File: config.mk
export PLATFORM = sky130hd
export DESIGN_NAME = mtc_top
export DESIGN_NICKNAME = d
export VERILOG_FILES = /design/src/core/mtc_pkg.sv /design/src/core/mtc_cnt.sv /design/src/core/mtc_top.sv
export VERILOG_INCLUDE_DIRS = /design/src /design/src/core
export SDC_FILE = /design/constraint.sdc
export NUM_CORES = 1
export LEC_CHECK = 0
export BUFFER_PORTS_ARGS = -buffer_cell sky130_fd_sc_hd__buf_2
export CAP_MARGIN = 40
export CORE_MARGIN = 3
export CORE_UTILIZATION = 45
export CTS_CLUSTER_DIAMETER = 200
export DETAILED_ROUTE_END_ITERATION = 8
export GPL_TIMING_DRIVEN = 0
export PLACE_DENSITY_LB_ADDON = 0.1
export SLEW_MARGIN = 30
export SYNTH_ARGS = -nofsm -noshare
export SYNTH_HDL_FRONTEND = slang
export SYNTH_SLANG_ARGS = --single-unit
File: constraint.sdc
create_clock -name clk_i -period 6.43 [get_ports clk_i]
set_input_delay 0.643 -clock clk_i [delete_from_list [all_inputs] [get_ports clk_i]]
set_output_delay 0.643 -clock clk_i [all_outputs]
set_load 0.02 [all_outputs]
File: src/core/mtc_defines.svh
// register map, field positions and timing figures of the tx control block
//
// Operation
// RULE1: three-bit code picks bank, msb set none
// RULE2: bank register upper byte reads 33h
// RULE3: bank register reachable in every bank, not powered down
// RULE4: missing bank drops writes, reads 33h
// RULE5: omit_fcs set drops appended crc
// RULE6: switched mode forces duplex on, monitor off
// RULE7: type low: dma past pointer forces underrun
// RULE8: type high: same packet, send past load
// RULE9: serial loopback before encoder, host resets after
// RULE10: half duplex rejects frames from own source
// RULE11: monitor carrier by preamble end or abort
// RULE12: pad short frames to 64 bytes
// RULE13: force_collision skips deferral, self clears
// RULE14: local loopback after encoder, ignores collision, carrier; code still sets the deferred flag from carrier in local loopback
// RULE15: disable waits frame end; errors clear enable
// RULE16: status word copied out at frame end
// RULE17: underrun sets flag, clears enable; enable clears
// RULE18: rollover set at 15, counter read clears
// RULE19: excessive and deferred flags, cleared per packet
// RULE20: late collision jams; sixteen collisions stop transmit
// RULE21: collision flags and success flag handling
// RULE22: sqe window after frame, error may stop
// RULE23: broadcast, multicast flags follow each frame
`ifndef MTC_DEFINES_SVH
`define MTC_DEFINES_SVH
// word offsets inside the 8-location window
`define MTC_OFS_TCTL      3'h0
`define MTC_OFS_PHYST     3'h1
`define MTC_OFS_STATS     3'h3
`define MTC_OFS_BANK      3'h7
`define MTC_BANK0         3'h0
`define MTC_ID_BYTE       8'h33
`define MTC_BANK_RST      3'h0
// transmit_control bit positions
`define MTC_TC_EN         0
`define MTC_TC_LOOP       1
`define MTC_TC_FCOL       2
`define MTC_TC_PAD        7
`define MTC_TC_NOFCS      8
`define MTC_TC_MON        10
`define MTC_TC_FDX        11
`define MTC_TC_SQSTOP     12
`define MTC_TC_SLOOP      13
`define MTC_TC_UTYPE      14
`define MTC_TC_SWFD       15
// statistics nibble maximum and collision count maximum
`define MTC_CTR_MAX       4'hF
`define MTC_COL_MAX       5'h10
// timing in ns or in bytes, clock period in ns
`define MTC_CLK_NS        100
`define MTC_BYTE_NS       800
`define MTC_SQE_DLY_NS    800
`define MTC_SQE_WIN_NS    1600
`define MTC_IFG_DEF_NS    6400
`define MTC_LATE_BYTES    64
`define MTC_EXC_BYTES     3036
`endif

File: src/core/mtc_pkg.sv
// types shared by the tx control block
package mtc_pkg;
  // host-facing control fields
  typedef struct packed {
    logic sw_fd;
    logic utype;
    logic sloop;
    logic sq_stop;
    logic fdx;
    logic mon;
    logic nofcs;
    logic pad;
    logic fcol;
    logic loop;
    logic en;
  } mtc_ctrl_t;
  // events from the transmit engine
  typedef struct packed {
    logic start;
    logic dst_bcast;
    logic dst_mcast;
    logic pre_end;
    logic done;
    logic coll;
    logic deferring;
  } mtc_evt_t;
  // effective settings handed to the transmit engine
  typedef struct packed {
    logic tx_en;
    logic fcs_append;
    logic pad_short;
    logic full_duplex;
    logic no_defer;
    logic no_coll_det;
    logic serial_loop;
    logic endec_loop;
    logic to_network;
    logic reject_own;
  } mtc_txo_t;
endpackage : mtc_pkg

File: src/core/mtc_cnt.sv
// saturating up counter used for frame, gap and window timing
`timescale 1ns/1ns
`default_nettype none
module mtc_cnt #(
  parameter int W = 16
) (
  input  wire logic         clk_i,
  input  wire logic         rst_b_i,
  input  wire logic         clr_i,
  input  wire logic         en_i,
  output logic [W-1:0]      cnt_o
);
  logic [W-1:0] cnt_r;
  logic [W-1:0] cnt_nxt;
  // stops at all ones so a long wait never wraps back to small
  always_comb begin
    cnt_nxt = cnt_r;
    if (clr_i) begin
      cnt_nxt = '0;
    end else if (en_i && (cnt_r != '1)) begin
      cnt_nxt = cnt_r + 1'b1;
    end
  end
  always_ff @(posedge clk_i) begin
    if (!rst_b_i) begin
      cnt_r <= '0;
    end else begin
      cnt_r <= cnt_nxt;
    end
  end
  assign cnt_o = cnt_r;
endmodule : mtc_cnt
`default_nettype wire

File: src/core/mtc_top.sv
// transmit control, phy status and bank select of the 10 Mb/s controller
`timescale 1ns/1ns
`default_nettype none
`include "mtc_defines.svh"
module mtc_top #(
  parameter int EXCESSIVE_DEFERRAL_FLAG_CYC =
    (`MTC_EXC_BYTES * `MTC_BYTE_NS) / `MTC_CLK_NS
) (
  input  wire logic              clk_i,
  input  wire logic              rst_b_i,
  input  wire logic [2:0]        addr_i,
  input  wire logic [1:0]        be_i,
  input  wire logic              wr_i,
  input  wire logic              rd_i,
  input  wire logic [15:0]       wdata_i,
  output logic [15:0]            rdata_o,
  input  wire logic              power_down_i,
  input  wire mtc_pkg::mtc_evt_t evt_i,
  input  wire logic              carrier_pin_i,
  input  wire logic              sqe_pin_i,
  input  wire logic              link_ok_i,
  input  wire logic              wakeup_i,
  input  wire logic              early_tx_enable_i,
  input  wire logic [10:0]       dma_tx_addr_i,
  input  wire logic [10:0]       host_ptr_addr_i,
  input  wire logic [4:0]        load_pkt_i,
  input  wire logic [4:0]        send_pkt_i,
  input  wire logic [10:0]       load_addr_i,
  input  wire logic [10:0]       send_addr_i,
  output mtc_pkg::mtc_txo_t      txo_o,
  output logic                   starve_dma_o,
  output logic                   abort_nofcs_o,
  output logic                   jam_o,
  output logic                   status_wr_o,
  output logic [15:0]            status_word_o
);
  import mtc_pkg::*;

  localparam int SQE_DLY = (`MTC_SQE_DLY_NS + `MTC_CLK_NS - 1) / `MTC_CLK_NS;
  localparam int SQE_WIN = `MTC_SQE_WIN_NS / `MTC_CLK_NS;
  localparam int IFG_DEF = `MTC_IFG_DEF_NS / `MTC_CLK_NS;
  localparam int LATE_CYC = (`MTC_LATE_BYTES * `MTC_BYTE_NS) / `MTC_CLK_NS;

  mtc_ctrl_t   ctl_r, ctl_nxt;
  logic [2:0]  bank_r, bank_nxt;
  logic [15:0] st_r, st_nxt;
  logic [15:0] stats_r, stats_nxt;
  logic [15:0] rdata_r, rdata_nxt;
  logic [15:0] snap_r, snap_nxt;
  logic        snap_wr_r, snap_wr_nxt;
  logic [4:0]  ncol_r, ncol_nxt;
  logic        in_frame_r, in_frame_nxt;
  logic        sqe_arm_r, sqe_arm_nxt;
  logic        sqe_seen_r, sqe_seen_nxt;
  logic [2:0]  crs_s, sqe_s;
  logic        crs_q, sqe_q, crs_d;
  logic [15:0] late_cnt, gap_cnt, sqe_cnt;
  logic [31:0] def_cnt;
  logic        bank_ok, bank0, bsr_acc, wr_bank, wr_tc, rd_stats;
  logic        fd_eff, mon_eff, en_set, underrun, lost, late, max_col;
  logic        sqe_fail, sqe_end, deferred, excessive_deferral_flag, fatal, rollover;

  // pins pass three flops; a change counts once stages two and three agree
  always_ff @(posedge clk_i) begin
    if (!rst_b_i) begin
      crs_s <= 3'h0;
      sqe_s <= 3'h0;
      crs_q <= 1'b0;
      sqe_q <= 1'b0;
      crs_d <= 1'b0;
    end else begin
      crs_s <= {crs_s[1:0], carrier_pin_i};
      sqe_s <= {sqe_s[1:0], sqe_pin_i};
      if (crs_s[1] == crs_s[2]) crs_q <= crs_s[2];
      if (sqe_s[1] == sqe_s[2]) sqe_q <= sqe_s[2];
      crs_d <= crs_q;
    end
  end

  // bank decode and access qualifiers
  assign bank_ok = !bank_r[2];                           // [RULE1]
  assign bank0   = (bank_r == `MTC_BANK0);
  assign bsr_acc = (addr_i == `MTC_OFS_BANK) && !power_down_i; // [RULE3]
  assign wr_bank = wr_i && bsr_acc && be_i[0];
  assign wr_tc   = wr_i && bank0 && (addr_i == `MTC_OFS_TCTL); // [RULE4]
  assign rd_stats = rd_i && bank0 && (addr_i == `MTC_OFS_STATS);
  assign en_set  = wr_tc && be_i[0] && wdata_i[`MTC_TC_EN];

  // switched mode overrides duplex and carrier monitoring
  assign fd_eff  = ctl_r.fdx || ctl_r.sw_fd;             // [RULE6]
  assign mon_eff = ctl_r.mon && !ctl_r.sw_fd && !ctl_r.loop; // [RULE6] [RULE14]

  // early transmit: starve dma before it reads unloaded data
  always_comb begin
    underrun = 1'b0;
    if (early_tx_enable_i) begin
      if (!ctl_r.utype) begin
        underrun = dma_tx_addr_i > host_ptr_addr_i;       // [RULE7]
      end else begin
        underrun = (load_pkt_i == send_pkt_i) &&
                   (send_addr_i > load_addr_i);           // [RULE8]
      end
    end
  end
  assign starve_dma_o = underrun;                        // [RULE7] [RULE8]

  // frame timing counters
  mtc_cnt #(.W(16)) u_late (
    .clk_i   (clk_i),
    .rst_b_i (rst_b_i),
    .clr_i   (evt_i.start),
    .en_i    (in_frame_r),
    .cnt_o   (late_cnt)
  );
  mtc_cnt #(.W(16)) u_gap (
    .clk_i   (clk_i),
    .rst_b_i (rst_b_i),
    .clr_i   (crs_d && !crs_q),
    .en_i    (!crs_q),
    .cnt_o   (gap_cnt)
  );
  mtc_cnt #(.W(16)) u_sqe (
    .clk_i   (clk_i),
    .rst_b_i (rst_b_i),
    .clr_i   (evt_i.done),
    .en_i    (sqe_arm_r),
    .cnt_o   (sqe_cnt)
  );
  mtc_cnt #(.W(32)) u_def (
    .clk_i   (clk_i),
    .rst_b_i (rst_b_i),
    .clr_i   (!evt_i.deferring),
    .en_i    (1'b1),
    .cnt_o   (def_cnt)
  );

  // error and event detection; local loopback ignores collision and carrier, but the deferred flag still follows carrier
  assign lost = mon_eff && in_frame_r &&
                ((evt_i.pre_end && !crs_q) ||
                 (crs_d && !crs_q));                     // [RULE11]
  assign late = evt_i.coll && !ctl_r.loop && !ctl_r.sw_fd &&
                (int'(late_cnt) >= LATE_CYC);            // [RULE20]
  assign max_col = evt_i.coll && !ctl_r.loop &&
                   (ncol_r == `MTC_COL_MAX - 5'h1);      // [RULE20]
  assign sqe_end = sqe_arm_r && (int'(sqe_cnt) == SQE_DLY + SQE_WIN - 1);
  assign sqe_fail = sqe_end && !sqe_seen_r && !sqe_q;    // [RULE22]
  assign deferred = evt_i.deferring && crs_q && !crs_d &&
                    (int'(gap_cnt) < IFG_DEF);           // [RULE19]
  assign excessive_deferral_flag = evt_i.deferring && (def_cnt >= 32'(EXCESSIVE_DEFERRAL_FLAG_CYC)); // [RULE19]
  assign fatal = st_r[15] || st_r[4] || st_r[9] || underrun ||
                 (st_r[10] && mon_eff) || (st_r[5] && ctl_r.sq_stop);
  assign abort_nofcs_o = lost;                           // [RULE11]
  assign jam_o = late;                                   // [RULE20]

  // control register: host writes, hardware clears on errors
  always_comb begin
    ctl_nxt = ctl_r;
    if (wr_tc && be_i[0]) begin
      ctl_nxt.en   = wdata_i[`MTC_TC_EN];
      ctl_nxt.loop = wdata_i[`MTC_TC_LOOP];
      ctl_nxt.fcol = wdata_i[`MTC_TC_FCOL];
      ctl_nxt.pad  = wdata_i[`MTC_TC_PAD];
    end
    if (wr_tc && be_i[1]) begin
      ctl_nxt.nofcs   = wdata_i[`MTC_TC_NOFCS];
      ctl_nxt.mon     = wdata_i[`MTC_TC_MON];
      ctl_nxt.fdx     = wdata_i[`MTC_TC_FDX];
      ctl_nxt.sq_stop = wdata_i[`MTC_TC_SQSTOP];
      ctl_nxt.sloop   = wdata_i[`MTC_TC_SLOOP];
      ctl_nxt.utype   = wdata_i[`MTC_TC_UTYPE];
      ctl_nxt.sw_fd   = wdata_i[`MTC_TC_SWFD];
    end
    if (evt_i.coll) ctl_nxt.fcol = 1'b0;                 // [RULE13]
    // errors win over a host write in the same cycle
    if (underrun || lost || late || max_col ||
        (sqe_fail && ctl_r.sq_stop)) begin
      ctl_nxt.en = 1'b0;                         // [RULE15] [RULE17] [RULE22]
    end
  end

  // bank code is only three bits; upper byte is a constant
  always_comb begin
    bank_nxt = bank_r;
    if (wr_bank) bank_nxt = wdata_i[2:0];                // [RULE1] [RULE3]
  end

  // frame tracking, collision count and sqe window state
  always_comb begin
    in_frame_nxt = in_frame_r;
    ncol_nxt     = ncol_r;
    sqe_arm_nxt  = sqe_arm_r;
    sqe_seen_nxt = sqe_seen_r;
    if (evt_i.start) begin
      in_frame_nxt = 1'b1;
    end else if (evt_i.done || lost) begin
      in_frame_nxt = 1'b0;
    end
    if (evt_i.coll && ncol_r != `MTC_COL_MAX) ncol_nxt = ncol_r + 5'h1;
    if (evt_i.done) ncol_nxt = 5'h0;
    // no sqe test in switched mode or either loopback
    if (evt_i.done && !ctl_r.sw_fd && !ctl_r.loop && !ctl_r.sloop) begin
      sqe_arm_nxt  = 1'b1;                               // [RULE22]
      sqe_seen_nxt = 1'b0;
    end else if (sqe_end) begin
      sqe_arm_nxt = 1'b0;
    end
    if (sqe_arm_r && int'(sqe_cnt) >= SQE_DLY && sqe_q) sqe_seen_nxt = 1'b1;
  end

  // status flags: a set in the same cycle as a clear wins
  always_comb begin
    st_nxt = st_r;
    st_nxt[14] = link_ok_i;
    st_nxt[13] = 1'b0;
    st_nxt[8]  = wakeup_i;
    if (en_set) begin
      st_nxt[15] = 1'b0; // [RULE17]
      st_nxt[10] = 1'b0;
      st_nxt[9]  = 1'b0; // [RULE20]
      st_nxt[5]  = 1'b0;
      st_nxt[4]  = 1'b0; // [RULE20]
      st_nxt[0]  = 1'b0; // [RULE21]
    end
    if (evt_i.start) begin
      st_nxt[0] = 1'b0; // [RULE21]
      st_nxt[6] = evt_i.dst_bcast; // [RULE23]
      st_nxt[3] = evt_i.dst_mcast && !evt_i.dst_bcast; // [RULE23]
    end
    if (evt_i.done) begin
      st_nxt[11] = 1'b0; // [RULE19]
      st_nxt[7]  = 1'b0; // [RULE19]
      st_nxt[0]  = !fatal; // [RULE21]
      if (!fatal) st_nxt[2:1] = 2'h0; // [RULE21]
    end
    if (rd_stats) st_nxt[12] = 1'b0; // [RULE18]
    if (rollover) st_nxt[12] = 1'b1; // [RULE18]
    if (underrun) st_nxt[15] = 1'b1; // [RULE17]
    if (lost) st_nxt[10] = 1'b1; // [RULE11]
    if (late) st_nxt[9] = 1'b1; // [RULE20]
    if (max_col) st_nxt[4] = 1'b1; // [RULE20]
    if (sqe_fail) st_nxt[5] = 1'b1; // [RULE22]
    if (excessive_deferral_flag) st_nxt[11] = 1'b1; // [RULE19]
    if (deferred) st_nxt[7] = 1'b1; // [RULE19]
    if (evt_i.coll && !ctl_r.loop) begin
      st_nxt[1] = 1'b1;                                  // [RULE21]
      if (ncol_r != 5'h0) st_nxt[2] = 1'b1;              // [RULE21]
    end
  end

  // per-packet statistics nibbles, saturating, cleared by a read
  always_comb begin
    stats_nxt = stats_r;
    rollover  = 1'b0;
    if (rd_stats) stats_nxt = 16'h0000;
    if (evt_i.done) begin
      for (int i = 0; i < 4; i++) begin
        logic hit;
        hit = 1'b0;
        case (i)
          0: hit = st_r[1] && !st_r[2];
          1: hit = st_r[2];
          2: hit = st_r[7];
          default: hit = st_r[11];
        endcase
        if (hit && stats_r[i*4 +: 4] != `MTC_CTR_MAX) begin
          stats_nxt[i*4 +: 4] = stats_nxt[i*4 +: 4] + 4'h1;
          if (stats_r[i*4 +: 4] == `MTC_CTR_MAX - 4'h1) begin
            rollover = 1'b1;                             // [RULE18]
          end
        end
      end
    end
  end

  // copy of the status word handed to buffer memory after each frame
  always_comb begin
    snap_nxt    = snap_r;
    snap_wr_nxt = 1'b0;
    if (evt_i.done) begin
      snap_nxt    = {st_r[15:1], !fatal};                // [RULE16]
      snap_wr_nxt = 1'b1;
    end
  end

  // read data: one cycle after the read strobe
  always_comb begin
    rdata_nxt = rdata_r;
    if (rd_i) begin
      if (bsr_acc) begin
        rdata_nxt = {`MTC_ID_BYTE, 5'h00, bank_r};       // [RULE2] [RULE3]
      end else if (!bank_ok) begin
        rdata_nxt = {`MTC_ID_BYTE, `MTC_ID_BYTE};        // [RULE4]
      end else if (bank0 && addr_i == `MTC_OFS_TCTL) begin
        rdata_nxt = {ctl_r.sw_fd, ctl_r.utype, ctl_r.sloop, ctl_r.sq_stop,
                     ctl_r.fdx, ctl_r.mon, 1'b0, ctl_r.nofcs, ctl_r.pad,
                     4'h0, ctl_r.fcol, ctl_r.loop, ctl_r.en};
      end else if (bank0 && addr_i == `MTC_OFS_PHYST) begin
        rdata_nxt = st_r;
      end else if (bank0 && addr_i == `MTC_OFS_STATS) begin
        rdata_nxt = stats_r;
      end else begin
        rdata_nxt = 16'h0000;
      end
    end
  end

  // all state of this block except the pin synchronizers and the timing counters registers here
  always_ff @(posedge clk_i) begin
    if (!rst_b_i) begin
      ctl_r      <= '0;
      bank_r     <= `MTC_BANK_RST;
      st_r       <= 16'h0000;
      stats_r    <= 16'h0000;
      rdata_r    <= 16'h0000;
      snap_r     <= 16'h0000;
      snap_wr_r  <= 1'b0;
      ncol_r     <= 5'h00;
      in_frame_r <= 1'b0;
      sqe_arm_r  <= 1'b0;
      sqe_seen_r <= 1'b0;
    end else begin
      ctl_r      <= ctl_nxt;
      bank_r     <= bank_nxt;
      st_r       <= st_nxt;
      stats_r    <= stats_nxt;
      rdata_r    <= rdata_nxt;
      snap_r     <= snap_nxt;
      snap_wr_r  <= snap_wr_nxt;
      ncol_r     <= ncol_nxt;
      in_frame_r <= in_frame_nxt;
      sqe_arm_r  <= sqe_arm_nxt;
      sqe_seen_r <= sqe_seen_nxt;
    end
  end

  // settings to the transmit engine; the engine finishes a frame on disable
  always_comb begin
    txo_o.tx_en       = ctl_r.en;                        // [RULE15]
    txo_o.fcs_append  = !ctl_r.nofcs;                    // [RULE5]
    txo_o.pad_short   = ctl_r.pad;                       // [RULE12]
    txo_o.full_duplex = fd_eff;                          // [RULE6]
    txo_o.no_defer    = ctl_r.sw_fd || ctl_r.fcol;       // [RULE6] [RULE13]
    txo_o.no_coll_det = ctl_r.sw_fd || ctl_r.loop;       // [RULE6] [RULE14]
    txo_o.serial_loop = ctl_r.sloop;                     // [RULE9]
    txo_o.endec_loop  = ctl_r.loop && !ctl_r.sloop;      // [RULE14]
    txo_o.to_network  = !ctl_r.loop && !ctl_r.sloop;     // [RULE9] [RULE14]
    txo_o.reject_own  = !fd_eff;                         // [RULE10]
  end

  assign rdata_o       = rdata_r;
  assign status_wr_o   = snap_wr_r;
  assign status_word_o = snap_r;
endmodule : mtc_top
`default_nettype wire

==> flow_summary.ini <==
[min_path]
hold_end = st_r[8]
hp-start = wakeup_i
hold_depth = 2
hold_path_class = in -> reg

[critical_path]
critical_path.max_stage_delay_ns = 0.59
r2r-end = stats_r[14]
cp.arrival_ns = 2.75
path_buf_inv = 4
crit_path_max_fanout = 7
rr_startpoint = bank_r[2]
worst_ep_required_time_ns = 5.79
path_delay_family = compound AO/OA/AOI/OAI gates
r2r_setup_slack_ns = 3.81
path_class = in -> out
critPathLaunchType = primary input
worst_r2r_path_depth = 9
cp_slowest_cell = a2111oi_0
crit_path_end_kind = output port
cp.depth = 10
path_cells = buf_2 -> inv_1 -> ha_1 -> a21oi_1 -> o21ai_0 -> a2111oi_0 -> nor3_1 -> a21oi_1 -> inv_1 -> buf_2

[clocking]
hold_buffers = 0
cts_root_buf = clkbuf_16
postCtsSetupBuffers = 0
cts_resized = 0
cts.clk_slew.worst_paths_ns = 0.07
clk_latency_ns = 0.43
cts_tree = built
cts.sinks = 174
ctsHtreeMaxLevel = 4
clock_path_buffers = 2
cts_made_buffers = 17

[logic_synthesis]
yosys_warnings = 0
synth_area_per_cell_um2 = 8.52
synth_edf_count = 0
netlist_area_um2 = 8670
ys_ff_latch = 174
seq_area_frac_synth_pct = 40.2
ys_async_sr_fraction_pct = 0
ys.flop_type = dfxtp_1
synthDistinctLibCells = 64
syn-num-nets = 1146
synthCells = 1018

[cells_and_area]
nets = 1296
drive_above_1_share_pct = 15.8
fill_cells = 1822
area_delta_synth_final_pct = 19.0
antenna_cells = 0

[floorplanning]
dieArea_um2 = 21000
fp.coreArea_um2 = 18800
rows = 50
fp.dieW_um = 145
die_y_um = 145
ios = 138
initial_core_util_pct = 46.1

[grt]
grt_pass1_vias = 6866
antenna_found_initial = 0
grt_use_total_pct = 21.3
grtUsageMet1_pct = 29.6
use_met3_pct = 4.57
grt_max_degree = 17
grt_busiest_layer = met2
grt_use_met2_pct = 33.3
grt_pass1_wl_mm = 35.2
overflow = 0

[routing]
antenna_left = 0
vias_per_cell = 5.22
first_pass_iters = 7
vias = 7520
totalWireLength_mm = 22.3
wl_per_cell_um = 15.5
drtIter0Drc = 427
drc_errors = 0

[timing]
finalCritPeriodShare_pct = 52.8
min_period_ns = 3.40
layout_setup_ws_ns = 3.03
relSlewSlack_pct = 51.8
fin_tns_setup_ns = 0
fin_skew_ns = 0.00760
slew_viol_final = 0
finalHoldViolCount = 0
rsz0062_at_grt = false
worst-slew-pin-transition_ns = 0.718
fmax_ghz = 0.294
setup_viol = 0

[power]
peakVddDrop_mv = 0.175
leakagePower_nw = 4.15
p_per_area_nw_per_um2 = 235
power_w = 0.00243

[placement]
place_hpwl_mm = 16.5
portBuffers = 130
globalplace.congestion = 0.851
pre_cts_ws_ns = 3.02

[job]
maxCapViolCount = 0

[run_status]
status = completed
[Yosys cell counts, types with 10 or more instances]
cell type	instances	area [um2]
inv_1	62	233
nor2_1	126	473
and3_1	17	106
clkbuf_1	27	101
nor2b_1	34	213
nand2_1	71	267
nor3_1	13	65.1
ha_1	36	450
xnor2_1	37	324
and2_1	34	213
nand3_1	36	180
a21boi_0	23	173
nand4_1	32	200
a21oi_1	33	165
xor2_1	39	342
o21ai_0	43	215
nor3b_1	10	75.1
nor4_1	15	93.8
dfxtp_1	174	3480
mux2i_1	28	280
[layout make-up]
| class | instances | area, um2 | area share (%) |
|---|---|---|---|
| Timing Repair Buffer | 131 | 662 | 6.41 |
| Sequential cell | 174 | 3480 | 33.8 |
| Clock inverter | 14 | 215 | 2.09 |
| Tap cell | 260 | 325 | 3.15 |
| Buffer | 38 | 170 | 1.65 |
| Multi-Input combinational cell | 744 | 4790 | 46.4 |
| Clock buffer | 18 | 439 | 4.26 |
| Inverter | 62 | 233 | 2.26 |
[where the power goes]
part           switching (W)  internal [W]
Clock               0.000440      0.000700
Sequential         0.0000138       0.00109
Combinational       0.000106     0.0000752
Total               0.000559       0.00187
[registers in the layout, summed over array words and instances, names as in the netlist, 5 cells and up]
signal,cells
ctl_r,8
u_sqe.cnt_o,16
rdata_o,16
u_gap.cnt_o,16
u_late.cnt_o,16
status_word_o,15
st_r,15
stats_r,16
ncol_r,5
u_def.cnt_o,32
[worst max path at each step]
stage                               from      endpoint
after floorplan           load_addr_i[8]  starve_dma_o
after global placement    load_addr_i[4]  starve_dma_o
after detailed placement  load_addr_i[6]  starve_dma_o
after CTS                 load_addr_i[6]  starve_dma_o
after global routing      load_addr_i[6]  starve_dma_o
final                     load_addr_i[6]  starve_dma_o
[metal layers]
layer / vias up / wire [um]
met1: 3512 / 10800
met3: 30 / 932
met4: 0 / 424
met5: - / 0
li1: 3833 / -
met2: 145 / 10100
[layout by cell type (no fill, tap or decap), types with 3 or more instances in the layout]
master / n
dfxtp_1: 174
buf_2: 134
nor2_1: 126
nand2_1: 71
inv_1: 62
o21ai_0: 43
xor2_1: 39
xnor2_1: 37
nand3_1: 36
ha_1: 36
and2_1: 34
nor2b_1: 34
a21oi_1: 33
nand4_1: 32
mux2i_1: 28
clkbuf_1: 27
a21boi_0: 23
and3_1: 17
clkbuf_16: 17
nor4_1: 14
nor3_1: 13
nor3b_1: 10
nand2b_1: 9
or3_1: 9
o211ai_1: 8
a31oi_1: 8
and4_1: 8
o32ai_1: 7
nand3b_1: 6
buf_4: 6
bufinv_16: 5
clkinvlp_4: 5
a21o_1: 4
nor4b_1: 4
a211o_1: 4
a22oi_1: 4
o21a_1: 4
a211oi_1: 3
nand4b_1: 3
[worst reg2reg max path, cell delays in order (launching register included)]
cell	delay [ns]
dfxtp_1	0.37
or4_4	0.53
nor2_2	0.30
nand2_1	0.25
clkbuf_1	0.31
and2_1	0.26
ha_1	0.20
inv_1	0.07
o211ai_1	0.09
a21boi_0	0.18
[metrics by stage]
stage               instances  hold WS [ns]  area (um2)  utilization [%]
floorplan                1018         0.412        8670                -
global placement         1408         0.420        9650             51.2
detailed placement       1408         0.428        9650             51.2
CTS                      1440         0.402       10300             54.7
global route             1441         0.413       10300             54.8
finish                   1441         0.415       10300             54.8
[cell families after synthesis]
| kind of cell | Yosys count | synth area share, % |
|---|---|---|
| flops | 174 | 40.2 |
| other cells | 1 | 0.0432 |
| compound gates | 164 | 12.4 |
| fa+ha+maj | 36 | 5.19 |
| simple gates | 439 | 26.6 |
| mux | 28 | 3.23 |
| buf+inv | 100 | 4.65 |
| xor+xnor | 76 | 7.68 |
Power figures use the tool's default switching activity.
